File: src/core/css_defs.svh
// constants of the channel scan sequencer: offsets, fields, resets, timing
// assumes a 20 MHz core clock and a byte-addressed 8-bit APB window
`ifndef CSS_DEFS_SVH
`define CSS_DEFS_SVH
// register byte offsets
`define CSS_OFF_CTRL 8'h00
`define CSS_OFF_REPEAT 8'h04
`define CSS_OFF_LEN 8'h08
`define CSS_OFF_CMD 8'h0C
`define CSS_OFF_STATUS 8'h10
`define CSS_OFF_LIST 8'h80
// control field positions
`define CSS_CTRL_MODE 1:0
`define CSS_CTRL_ROUTE 2
`define CSS_CTRL_SRC 5:3
`define CSS_CTRL_ENDLESS 6
`define CSS_CTRL_TRIGOUT 7
`define CSS_CTRL_MIXED 8
// command bits
`define CSS_CMD_INIT 0
`define CSS_CMD_SHOT 1
// status field positions
`define CSS_ST_STATE 2:0
`define CSS_ST_MEMHELD 3
`define CSS_ST_PTR 12:8
`define CSS_ST_CYCLES 31:16
// reset values
`define CSS_RST_REPEAT 16'h0001
`define CSS_RST_LEN 6'h01
// four-wire partner distance, as an index flip
`define CSS_PAIR_BIT 3
// free-running advance period and clock period
`define CSS_FREE_PERIOD_NS 10000
`define CSS_CLK_PERIOD_NS 50
`define CSS_FREE_CYCLES (`CSS_FREE_PERIOD_NS / `CSS_CLK_PERIOD_NS)
`endif

File: src/core/css_pkg.sv
// types of the channel scan sequencer
// assumes css_defs.svh for the numeric constants other than the enum codes set here
package css_pkg;
  // routing mode
  typedef enum logic [1:0] {
    CSS_POTENTIAL_MEASURE = 2'h0,
    CSS_TWO_WIRE_OHMS = 2'h1,
    CSS_FOUR_WIRE_OHMS = 2'h2
  } cssMode_type;
  // advance source
  typedef enum logic [2:0] {
    CSS_HOST_COMMAND = 3'h0,
    CSS_OUTSIDE_EVENT = 3'h1,
    CSS_HOLD = 3'h2,
    CSS_HANDSHAKE_LINE = 3'h3,
    CSS_FREE_RUNNING = 3'h4
  } cssSrc_type;
  // sequencer states
  typedef enum logic [2:0] {
    CSS_IDLE = 3'h0,
    CSS_BREAK = 3'h1,
    CSS_MAKE = 3'h2,
    CSS_DWELL = 3'h3,
    CSS_DONE = 3'h4
  } cssState_type;
  // apb request from the master
  typedef struct packed {
    logic psel;
    logic penable;
    logic pwrite;
    logic [7:0] paddr;
    logic [31:0] pwdata;
  } cssApbReq_type;
  // apb answer of the slave
  typedef struct packed {
    logic [31:0] prdata;
    logic pready;
    logic pslverr;
  } cssApbRsp_type;
endpackage

File: src/core/css_scan_seq.sv
// channel scan sequencer for one 16-channel solid-state switch card
// assumes an APB master, a synchronous reset, and asynchronous event pins
//
// The APB register port and the address map were chosen for this implementation.
`timescale 1ns/10ps
`include "css_defs.svh"
module css_scan_seq
  import css_pkg::*;
#(
  parameter int LIST_DEPTH = 32, // channel list entries
  parameter logic [3:0] CARD_ID = 4'h1 // this card's number, arbitrary
) (
  input wire logic clk, // 20 MHz core clock
  input wire logic reset, // synchronous, active high
  input wire cssApbReq_type apbReq, // apb request
  output cssApbRsp_type apbRsp, // apb answer, registered
  input wire logic outsideEvent, // async outside event pin
  input wire logic meterDone, // async handshake from the meter
  output logic [15:0] chanClose, // per-channel switch drive
  output logic [1:0] treeIsoClose, // tree isolation A (bit0), B (bit1)
  output logic bankSplit, // bank 0 / bank 1 separated
  output logic closedPulse, // handshake: channel closed
  output logic trigOut // trigger pulse to the meter
);
  //////////////////////////////////////////////////////////////////////////
  localparam int PW = $clog2(LIST_DEPTH); // pointer width

  // module state apart from the list memories in one record
  typedef struct packed {
    cssState_type st; // sequencer state
    logic [PW-1:0] ptr; // list pointer
    logic [15:0] cycles; // cycles left
    logic [15:0] mask; // closed channels
    logic [1:0] tree; // tree isolation drive
    logic split; // bank split drive
    logic cpulse; // closed pulse
    logic tpulse; // trigger out pulse
    logic [7:0] timer; // free-running countdown
    logic memHeld; // running from local copy
    logic [8:0] ctrl; // control register
    logic [15:0] repeatCnt; // repeat count register
    logic [5:0] len; // list length register
    logic [2:0] evSync; // outside event synchroniser
    logic [2:0] hsSync; // handshake synchroniser
    logic evLvl; // accepted event level
    logic hsLvl; // accepted handshake level
    cssApbRsp_type rsp; // apb answer
  } cssRegs_type;

  cssRegs_type s_q; // registered state
  cssRegs_type s_d; // next state
  logic [7:0] stageMem [LIST_DEPTH]; // list as written by software
  logic [7:0] localMem [LIST_DEPTH]; // on-module copy for fast scans

  //////////////////////////////////////////////////////////////////////////
  // address decode, used for the error answer; the read mux decodes the address itself
  function automatic logic isMapped(input logic [7:0] a);
    isMapped = (a == `CSS_OFF_CTRL) || (a == `CSS_OFF_REPEAT) ||
      (a == `CSS_OFF_LEN) || (a == `CSS_OFF_CMD) ||
      (a == `CSS_OFF_STATUS) || (a >= `CSS_OFF_LIST);
  endfunction

  // channel mask of one list entry {card, channel} for this card
  function automatic logic [15:0] entryMask(input logic [7:0] e,
                                            input logic four);
    logic [3:0] ch;
    entryMask = 16'h0000;
    ch = e[3:0];
    if (e[7:4] == CARD_ID) begin
      entryMask[ch] = 1'b1;
      if (four) begin
        entryMask[ch ^ 4'(1 << `CSS_PAIR_BIT)] = 1'b1;
      end
    end
  endfunction

  //////////////////////////////////////////////////////////////////////////
  // decoded controls
  cssMode_type mode;
  cssSrc_type src;
  logic wrEdge; // write takes effect now
  logic cmdWr; // write to the command register
  logic initiate; // start request
  logic shot; // one-shot advance
  logic modeChange; // control write changes the routing mode
  logic downloadable; // list goes to local memory
  logic advance; // advance event this cycle
  logic lastEntry; // pointer on last entry
  logic evRise; // outside event edge
  logic hsRise; // handshake edge
  logic [7:0] curEntry; // entry under the pointer
  logic [PW-1:0] lastPtr; // index of last entry

  assign mode = cssMode_type'(s_q.ctrl[`CSS_CTRL_MODE]);
  assign src = cssSrc_type'(s_q.ctrl[`CSS_CTRL_SRC]);
  assign wrEdge = apbReq.psel & apbReq.penable & s_q.rsp.pready & apbReq.pwrite;
  assign cmdWr = wrEdge & (apbReq.paddr == `CSS_OFF_CMD);
  assign initiate = cmdWr & apbReq.pwdata[`CSS_CMD_INIT];
  assign shot = cmdWr & apbReq.pwdata[`CSS_CMD_SHOT];
  // a spent four-wire scan keeps two channels closed; leaving four-wire must not
  assign modeChange = wrEdge & (apbReq.paddr == `CSS_OFF_CTRL) &
    (apbReq.pwdata[`CSS_CTRL_MODE] != s_q.ctrl[`CSS_CTRL_MODE]);
  assign downloadable = ((src == CSS_HANDSHAKE_LINE) || (src == CSS_FREE_RUNNING)) &
    ~s_q.ctrl[`CSS_CTRL_MIXED];
  assign lastPtr = PW'(s_q.len - 6'h01);
  assign lastEntry = (s_q.ptr == lastPtr);
  assign curEntry = s_q.memHeld ? localMem[s_q.ptr] : stageMem[s_q.ptr];
  // second and third stage agree on a new level
  assign evRise = s_q.evSync[1] & s_q.evSync[2] & ~s_q.evLvl;
  assign hsRise = s_q.hsSync[1] & s_q.hsSync[2] & ~s_q.hsLvl;

  // advance source selection
  always_comb begin
    advance = 1'b0;
    if (s_q.st == CSS_DWELL) begin
      unique case (src)
        CSS_HOST_COMMAND, CSS_HOLD: advance = shot;
        CSS_OUTSIDE_EVENT: advance = evRise;
        CSS_HANDSHAKE_LINE: advance = hsRise;
        CSS_FREE_RUNNING: advance = (s_q.timer == 8'h00);
        default: advance = shot; // illegal codes act as hold
      endcase
    end
  end

  //////////////////////////////////////////////////////////////////////////
  // list storage; written at the apb completion edge
  always_ff @(posedge clk) begin
    if (wrEdge && apbReq.paddr >= `CSS_OFF_LIST) begin
      stageMem[PW'(apbReq.paddr[7:2])] <= apbReq.pwdata[7:0];
    end
  end

  // on-module copy taken at initiate of a downloadable list; every card copies it whole
  always_ff @(posedge clk) begin
    if (initiate && downloadable) begin
      for (int i = 0; i < LIST_DEPTH; i++) begin
        localMem[i] <= stageMem[i];
      end
    end
  end

  //////////////////////////////////////////////////////////////////////////
  // next-state logic: bus slave, synchronisers, sequencer
  always_comb begin
    s_d = s_q;
    s_d.cpulse = 1'b0;
    s_d.tpulse = 1'b0;
    // synchronisers; stage 0 feeds only stage 1
    s_d.evSync = {s_q.evSync[1:0], outsideEvent};
    s_d.hsSync = {s_q.hsSync[1:0], meterDone};
    if (s_q.evSync[1] == s_q.evSync[2]) begin
      s_d.evLvl = s_q.evSync[2];
    end
    if (s_q.hsSync[1] == s_q.hsSync[2]) begin
      s_d.hsLvl = s_q.hsSync[2];
    end
    // apb: one wait state, answer in second access cycle
    s_d.rsp.pready = apbReq.psel & apbReq.penable & ~s_q.rsp.pready;
    s_d.rsp.pslverr = s_d.rsp.pready & ~isMapped(apbReq.paddr);
    s_d.rsp.prdata = 32'h0000_0000;
    if (s_d.rsp.pready && !apbReq.pwrite) begin
      unique case (1'b1)
        apbReq.paddr == `CSS_OFF_CTRL: s_d.rsp.prdata[8:0] = s_q.ctrl;
        apbReq.paddr == `CSS_OFF_REPEAT: s_d.rsp.prdata[15:0] = s_q.repeatCnt;
        apbReq.paddr == `CSS_OFF_LEN: s_d.rsp.prdata[5:0] = s_q.len;
        apbReq.paddr == `CSS_OFF_STATUS: begin
          s_d.rsp.prdata[`CSS_ST_STATE] = s_q.st;
          s_d.rsp.prdata[`CSS_ST_MEMHELD] = s_q.memHeld;
          s_d.rsp.prdata[`CSS_ST_PTR] = 5'(s_q.ptr);
          s_d.rsp.prdata[`CSS_ST_CYCLES] = s_q.cycles;
        end
        apbReq.paddr >= `CSS_OFF_LIST: begin
          s_d.rsp.prdata[7:0] = stageMem[PW'(apbReq.paddr[7:2])];
        end
        default: s_d.rsp.prdata = 32'h0000_0000; // command, unmapped
      endcase
    end
    // register writes; the order of setup is software's business
    // setup registers
    if (wrEdge) begin
      if (apbReq.paddr == `CSS_OFF_CTRL) begin
        s_d.ctrl = apbReq.pwdata[8:0];
      end
      if (apbReq.paddr == `CSS_OFF_REPEAT) begin
        s_d.repeatCnt = apbReq.pwdata[15:0];
      end
      if (apbReq.paddr == `CSS_OFF_LEN && apbReq.pwdata[5:0] != 6'h00) begin
        s_d.len = apbReq.pwdata[5:0];
      end
    end
    // routing follows the control register at all times
    // backplane tree switches
    s_d.tree = 2'b00;
    if (s_q.ctrl[`CSS_CTRL_ROUTE]) begin
      s_d.tree[0] = 1'b1;
      s_d.tree[1] = (mode == CSS_TWO_WIRE_OHMS) || (mode == CSS_FOUR_WIRE_OHMS);
    end
    s_d.split = (mode == CSS_FOUR_WIRE_OHMS);
    // free-running countdown
    if (s_q.timer != 8'h00) begin
      s_d.timer = s_q.timer - 8'h01;
    end
    // sequencer
    unique case (s_q.st)
      CSS_IDLE, CSS_DONE: begin
        if (initiate || (s_q.st == CSS_IDLE && shot)) begin
          s_d.ptr = '0;
          s_d.memHeld = downloadable;
          s_d.cycles = s_q.repeatCnt;
          s_d.mask = 16'h0000;
          s_d.st = CSS_BREAK;
        end
      end
      CSS_BREAK: begin
        s_d.mask = 16'h0000;
        s_d.st = CSS_MAKE;
      end
      CSS_MAKE: begin
        s_d.mask = entryMask(curEntry, mode == CSS_FOUR_WIRE_OHMS);
        s_d.cpulse = 1'b1;
        s_d.tpulse = s_q.ctrl[`CSS_CTRL_TRIGOUT] & ~s_q.memHeld;
        s_d.timer = 8'(`CSS_FREE_CYCLES - 3);
        s_d.st = CSS_DWELL;
      end
      CSS_DWELL: begin
        if (advance) begin
          s_d.st = CSS_BREAK;
          s_d.mask = 16'h0000;
          if (!lastEntry) begin
            s_d.ptr = s_q.ptr + PW'(1);
          end else if (s_q.ctrl[`CSS_CTRL_ENDLESS]) begin
            s_d.ptr = '0;
          end else if (!s_q.memHeld && s_q.cycles > 16'h0001) begin
            s_d.ptr = '0;
            s_d.cycles = s_q.cycles - 16'h0001;
          end else begin
            s_d.mask = s_q.mask;
            s_d.cycles = 16'h0000;
            s_d.st = CSS_DONE;
          end
        end
      end
      default: s_d.st = CSS_IDLE; // unused codes recover
    endcase
    if (modeChange) begin
      s_d.mask = 16'h0000;
    end
  end

  //////////////////////////////////////////////////////////////////////////
  // state register
  always_ff @(posedge clk) begin
    if (reset) begin
      s_q <= '0;
      s_q.repeatCnt <= `CSS_RST_REPEAT;
      s_q.len <= `CSS_RST_LEN;
    end else begin
      s_q <= s_d;
    end
  end

  // outputs straight from flops
  assign apbRsp = s_q.rsp;
  assign chanClose = s_q.mask;
  assign treeIsoClose = s_q.tree;
  assign bankSplit = s_q.split;
  assign closedPulse = s_q.cpulse;
  assign trigOut = s_q.tpulse;

  //////////////////////////////////////////////////////////////////////////
  // checks
  AST_ONE_PER_CARD: assert property (@(posedge clk) disable iff (reset)
    $countones(chanClose) <= ((mode == CSS_FOUR_WIRE_OHMS) ? 2 : 1))
    else $error("too many channels closed");

  AST_BREAK_FIRST: assert property (@(posedge clk) disable iff (reset)
    ($past(chanClose) != 16'h0000 && chanClose != 16'h0000) |-> chanClose == $past(chanClose))
    else $error("switch closed without opening the previous one");

  AST_PARTNER: assert property (@(posedge clk) disable iff (reset)
    (s_q.st == CSS_MAKE && mode == CSS_FOUR_WIRE_OHMS && curEntry[7:4] == CARD_ID)
    |=> chanClose[7:0] == chanClose[15:8] && $countones(chanClose) == 2)
    else $error("four-wire partner not closed");

  AST_TREE_TWO_WIRE: assert property (@(posedge clk) disable iff (reset)
    (s_q.ctrl[`CSS_CTRL_ROUTE] && mode == CSS_TWO_WIRE_OHMS) |=> treeIsoClose == 2'b11)
    else $error("tree switches not closed in two-wire backplane");

  AST_RESET_ISOLATED: assert property (@(posedge clk)
    $past(reset) |-> treeIsoClose == 2'b00 && chanClose == 16'h0000)
    else $error("route not isolated after reset");

  AST_WRAP: assert property (@(posedge clk) disable iff (reset)
    (advance && lastEntry && !s_q.memHeld && s_q.cycles > 16'h0001)
    |=> s_q.ptr == '0 && s_q.st == CSS_BREAK ##1 s_q.st == CSS_MAKE)
    else $error("pointer did not wrap to the first entry");

  AST_MEM_NO_REPEAT: assert property (@(posedge clk) disable iff (reset)
    (advance && lastEntry && s_q.memHeld && !s_q.ctrl[`CSS_CTRL_ENDLESS]) |=> s_q.st == CSS_DONE)
    else $error("memory-held list repeated without endless cycling");

  AST_ENDLESS: assert property (@(posedge clk) disable iff (reset)
    (advance && lastEntry && s_q.ctrl[`CSS_CTRL_ENDLESS]) |=> s_q.st == CSS_BREAK && s_q.ptr == '0)
    else $error("endless cycling stopped");

  AST_SPENT_HOLDS: assert property (@(posedge clk) disable iff (reset)
    (s_q.st == CSS_DONE && !initiate && !modeChange) |=> s_q.st == CSS_DONE && $stable(chanClose))
    else $error("spent scan moved without initiate");

  AST_MODE_OPENS: assert property (@(posedge clk) disable iff (reset)
    modeChange |=> chanClose == 16'h0000)
    else $error("switches left closed across a mode change");

  AST_HOST_STEP: assert property (@(posedge clk) disable iff (reset)
    (s_q.st == CSS_DWELL && src == CSS_HOST_COMMAND && shot && !lastEntry)
    |=> s_q.st == CSS_BREAK ##1 s_q.st == CSS_MAKE ##1 trigOut == s_q.ctrl[`CSS_CTRL_TRIGOUT])
    else $error("host trigger did not advance one channel");

  AST_FREE_RUN: assert property (@(posedge clk) disable iff (reset)
    (s_q.st == CSS_MAKE && src == CSS_FREE_RUNNING) |-> ##[1:200] s_q.st != CSS_DWELL)
    else $error("free-running scan stalled");

  AST_DOWNLOAD: assert property (@(posedge clk) disable iff (reset)
    (initiate && (src == CSS_HOST_COMMAND || s_q.ctrl[`CSS_CTRL_MIXED])) |=> !s_q.memHeld)
    else $error("list held locally for a host-stepped scan");
endmodule

File: config.mk
export PLATFORM = sky130hd
export DESIGN_NAME = css_scan_seq
export DESIGN_NICKNAME = d
export VERILOG_FILES = /design/src/core/css_pkg.sv /design/src/core/css_scan_seq.sv
export VERILOG_INCLUDE_DIRS = /design/src /design/src/core
export SDC_FILE = /design/constraint.sdc
export NUM_CORES = 1
export LEC_CHECK = 0
export ABC_CLOCK_PERIOD_IN_PS = 10680
export BUFFER_PORTS_ARGS = -buffer_cell sky130_fd_sc_hd__buf_4
export CAP_MARGIN = 20
export CELL_PAD_IN_SITES_DETAIL_PLACEMENT = 0
export CELL_PAD_IN_SITES_GLOBAL_PLACEMENT = 1
export CORE_MARGIN = 8
export CORE_UTILIZATION = 50
export CTS_BUF_LIST = sky130_fd_sc_hd__clkbuf_4 sky130_fd_sc_hd__clkbuf_8
export DETAILED_ROUTE_END_ITERATION = 12
export GPL_ROUTABILITY_DRIVEN = 1
export PLACE_DENSITY = 0.73
export SYNTH_ARGS = -nofsm -noshare
export SYNTH_HDL_FRONTEND = slang
export SYNTH_SLANG_ARGS = --single-unit
File: constraint.sdc
create_clock -name clk -period 10.68 [get_ports clk]
set_input_delay 1.068 -clock clk [delete_from_list [all_inputs] [get_ports clk]]
set_output_delay 1.068 -clock clk [all_outputs]
set_load 0.01 [all_outputs]
Word level (Yosys, flattened, before mapping):

Memory sizes are Yosys's and may differ from the RTL's. A register that Yosys moved wholly into a read port is not among the register bits.
Cells that the tools add are included.

* bits in registers: 127
* RAM bits: 512
* input bits: 47
* output and inout bits: 55
* logic and storage cells: 170
* memories: 2

* $add $sub $neg: 4
* $lt $le $gt $ge: 6
* equality and inequality tests: 23
* multiplexer cells: 40
* bitwise logic cells: 29
* reductions and logical operators: 42

Memories
* localMem: words 32, width 8, read ports 1, clocked after Yosys merged registers in 1, wr ports 32, line css_scan_seq.sv:53 `logic [7:0] localMem [LIST_DEPTH];`
* stageMem: words 32, width 8, read ports 34, clocked after Yosys merged registers in 1, wr ports 1, line css_scan_seq.sv:52 `logic [7:0] stageMem [LIST_DEPTH];`

Operator list (count)
* two-way mux 40 bit: 2
* two-way mux 16 bit: 4
* two-way mux 32 bit: 2
* case mux 16 bit (4 select lines): 1
* case mux 21 bit (2 select lines): 1
* two-way mux 5 bit: 7
* case mux 4 bit (5 select lines): 1
* AND 1 bit: 16
* == test 8 x 4 -> 1 bit, second input constant: 2
* greater-than comparator 16 x 1 -> 1 bit, second input constant: 1
* logical NOT 8 bit: 2
* two-way mux 8 bit: 2
* OR 16 bit: 1
* subtractor 16 x 1 -> 16 bit, second input constant: 1
* inverter 1 bit: 12
* case mux 3 bit (4 select lines): 1
* OR reduction 2 bit: 6
* less-than comparator 4 x 5 -> 1 bit, second input constant: 2
* two-way mux 10 bit: 1
* AND reduction 2 bit: 5
* == test 3 x 2 -> 1 bit, second input constant: 3
* two-way mux 3 bit: 3
* demux 1 bit (select 4 bit): 2
* == test 8 x 3 -> 1 bit, second input constant: 1
* other kinds (32): 65

Depth between registers and ports, before layout:

* depth in word-level cells: 11
* mapped depth: 12
* mapped depth without buffers: 9

Least setup slack after synthesis:

No wires, ideal clock.

* path type: input port to flip-flop
* start point: in apbReq[36] (netlist name)
* end point: mem localMem[0][0] (enable)
* library setup time: 0.652 ns
* arrival time: 7.882 ns
* data required time: 10.028 ns
* path slack: 2.146 ns
* stages: 4
* buffers on the path: 1
* cell sequence: or3_1 -> clkbuf_1 -> nor4_2 -> and3_1

RTL lines
* from (decl): line css_scan_seq.sv:15 `input wire cssApbReq_type apbReq,`
* to (decl): line css_scan_seq.sv:53

==> metrics.md <==
| Metric | Value |
|---|---|
| Num rows | `85` |
| Post-route cell area | `29890 um2` |
| Worst R2R Setup Slack | `6310 ps` |
| Asr flop ratio synth | `0` |
| Most Frequent Cell on Critical Path | `buf_4` |
| Max-cap viol count | `0` |
| H-Tree Level Count | `3` |
| Startpoint Class | `primary input` |
| Gr busiest metal | `met2` |
| CTS buffer count | `100` |
| Sequential area share after synthesis | `0.6729` |
| Critical Path Sink Type | `register` |
| Worst path slowest cell | `buf_4` |
| Initial antenna violation count | `5` |
| Unrepaired setup endpoints after global routing | `false` |
| Routed WL per cell | `26.91 um` |
| Post-Syn Area | `26770 um2` |
| Vias/cell | `6.204` |
| Logic pwr share | `0.086` |
| Die width | `247.4 um` |
| Initial Utilization | `0.5015` |
| Flops & latches, synth | `644` |
| Worst-path cell chain | `buf_4, nand2_1, nor4_2, and3_4, buf_4, buf_4` |
| Core area | `53390 um2` |
| Initial DRC Count | `1630` |
| Post-CTS Setup Bufs | `0` |
| CP Data Arrival Time | `5010 ps` |
| Final HPWL DP | `46720 um` |
| DR pass1 iterations | `5` |
| Setup TNS | `0 ps` |
| Root Driver | `clkbuf_8` |
| Fin. Hold Viols | `0` |
| Sink Count | `644` |
| Clock latency on the worst-skew pair | `700 ps` |
| GRT Total Usage | `0.2281` |
| Max frequency | `212.8 MHz` |
| Met3 Use GR | `0.04745` |
| Worst-path clk slew | `60 ps` |
| Outcome | `complete, no violations` |
| Final GP Congestion | `0.8885` |
| Kind of critical path | `in2reg` |
| Worst Hold Class | `reg2reg` |
| Critical Path RT | `10990 ps` |
| GRT overflow | `0` |
| Sw Pwr | `1272 uW` |
| Ys Warns | `0` |
| Total Die Area | `61210 um2` |
| Total number of vias | `16120` |
| Maximum vdd drop | `0.0001741 V` |
| Reg power frac | `0.510` |
| Clk_skew | `28.86 ps` |
| Fraction of layout cells with a size suffix above 1 | `0.2384` |
| Post-layout min period | `4698 ps` |
| Placed inst area | `27740 um2` |
| Max Slew Vio Count | `0` |
| Chip Height | `247.4 um` |
| Power density cells | `179.8 nW/um2` |
| Sw Share | `0.2367` |
| Global-route wire length before repair | `103100 um` |
| GR Util met2 | `0.3748` |
| Vias in the first global route | `16140` |
| Largest net degree at the start of global routing | `74` |
| Clock buffer depth | `3` |
| Ports | `102` |
| Met1 Use GR | `0.3004` |
| Internal power | `4102 uW` |
| Post-synth EDFFs | `512` |
| Input/output buffers | `85` |
| Yosys cell types | `76` |
| Antenna Nets Post-Route | `0` |
| Static Leakage | `0.009577 uW` |
| Slew HR | `0.2553` |
| Fin nets | `1883` |
| Hold Buf Count CTS | `0` |
| P&R area growth vs syn | `11.63%` |
| Total Wirelength | `69930 um` |
| # setup viols final | `0` |
| CTS tree | `done` |
| Cells after synthesis | `1754` |
| Ys flop type | `edfxtp_1` |
| Slowest stage delay, CP | `850 ps` |
| Synthesized net count | `1810` |
| Avg Cell Area, Syn | `15.26 um2` |
| Least-Margin Pin Slew | `1112 ps` |
| Share of total power in the clock network | `0.404` |
| DRC viols | `0` |
| Period utilisation layout | `0.4399` |
| Largest fanout on the critical path | `73` |
| Post_cts resized | `0` |
[cells in the final DEF (no fill, tap or decap), types with 12 or more instances in the layout]
cell type and count:
a21oi_1 64, nor2_1 111, clkbuf_8 112, mux2i_1 15, nand2_1 143, nand3_1 37
dfxtp_1 130, mux4_2 135, buf_4 109, nor3_1 34, a22oi_1 48, nor2b_1 17
inv_1 25, nor4b_1 27, edfxtp_1 512, nor4_1 20, o21ai_1 18, and2_1 22
o21ai_0 25, nand2b_1 16, mux2_2 12, nand4_1 17, clkbuf_4 31
[through the flow]
stage               hold slack, ps  std cells  utilization  power, uW  worst slack (ps)
floorplan                    413.8       1754            -       3105              2146
global placement             421.3       2415       0.5188       3242              5411
detailed placement           426.2       2419       0.5197       3247              5259
CTS                          443.6       2594       0.5592       5405              6005
global route                 449.1       2598       0.5598       5554              5699
finish                       436.0       2599       0.5598       5374              5982
[registers in the layout (all words and copies together) (netlist names), named ones only]
name          count
bankSplit         1
localMem        256
s_d               4
chanClose        16
trigOut           1
stageMem        256
apbRsp           34
s_q              66
treeIsoClose      2
closedPulse       1
mode              2
[worst max-delay path, delay by kind of cell]
kind,cells,cell delay (ps)
buffers and inverters,3,2230
and+or+nand+nor,3,1520
[power groups by stage]
stage | Combinational [uW] | Clock [uW] | Sequential, uW
after floorplan | 323 | 0 | 2780
after global placement | 450 | 0 | 2790
after detailed placement | 455 | 0 | 2790
after CTS | 457 | 2210 | 2740
after global routing | 501 | 2310 | 2740
final | 461 | 2170 | 2740
[worst paths after layout]
check	from	end	cells past startpoint
worst max-delay path	apbReq[34]	localMem[15][2]	6
worst min-delay path	s_d[37]	s_d[38]	1
worst max register to register	register	chanClose[4]	8
worst min register to register	s_d[37]	s_d[38]	1
[routing by layer]
| metal | up-vias | part of all wire |
|---|---|---|
| li1 | 7007 | - |
| met1 | 8178 | 0.40 |
| met3 | 124 | 0.082 |
| met5 | - | 0.00060 |
| met2 | 808 | 0.49 |
| met4 | 6 | 0.029 |
[kinds of logic (layout without fill, tap and decap cells)]
| kind of cell | Yosys count | after routing | share of synthesized area |
|---|---|---|---|
| AOI/OAI and AO/OA | 250 | 250 | 0.06384 |
| xor gates and xnor gates | 15 | 15 | 0.004907 |
| adders and majority gates | 9 | 9 | 0.004206 |
| buffers and inverters | 170 | 316 | 0.03304 |
| DFF | 644 | 644 | 0.6729 |
| muxes | 162 | 162 | 0.1242 |
| other | 0 | 3 | 0 |
| and+or+nand+nor | 504 | 504 | 0.09687 |
[Yosys cell counts (all sizes together), types with 12 or more instances]
master,count,area [um2]
nor2,111,416.7
mux2i,15,150.1
o21ai,43,215.2
and2,22,137.6
nand3,37,185.2
a21oi,65,329.1
mux4,135,3040
mux2,12,135.1
edfxtp,512,15370
inv,26,97.59
nand4,17,106.4
clkbuf,55,206.5
nor3,37,201.5
dfxtp,132,2643
a22oi,48,360.4
nor4,21,137.6
buf,89,580.6
nor2b,17,106.4
nand2,143,536.8
nand2b,16,100.1
nor4b,27,236.5
[layout make-up]
type                       instances  area (um2)
multi-input combinational        940        7888
sequential                       644       18020
clock buffer                     143        1774
inverter                          26       97.59
timing repair buffer             115       885.9
fill                            4248       23500
tap                              696       870.8
clock inverter                    32       339.1
antenna                            3       7.507
Power figures use the tool's default switching activity.
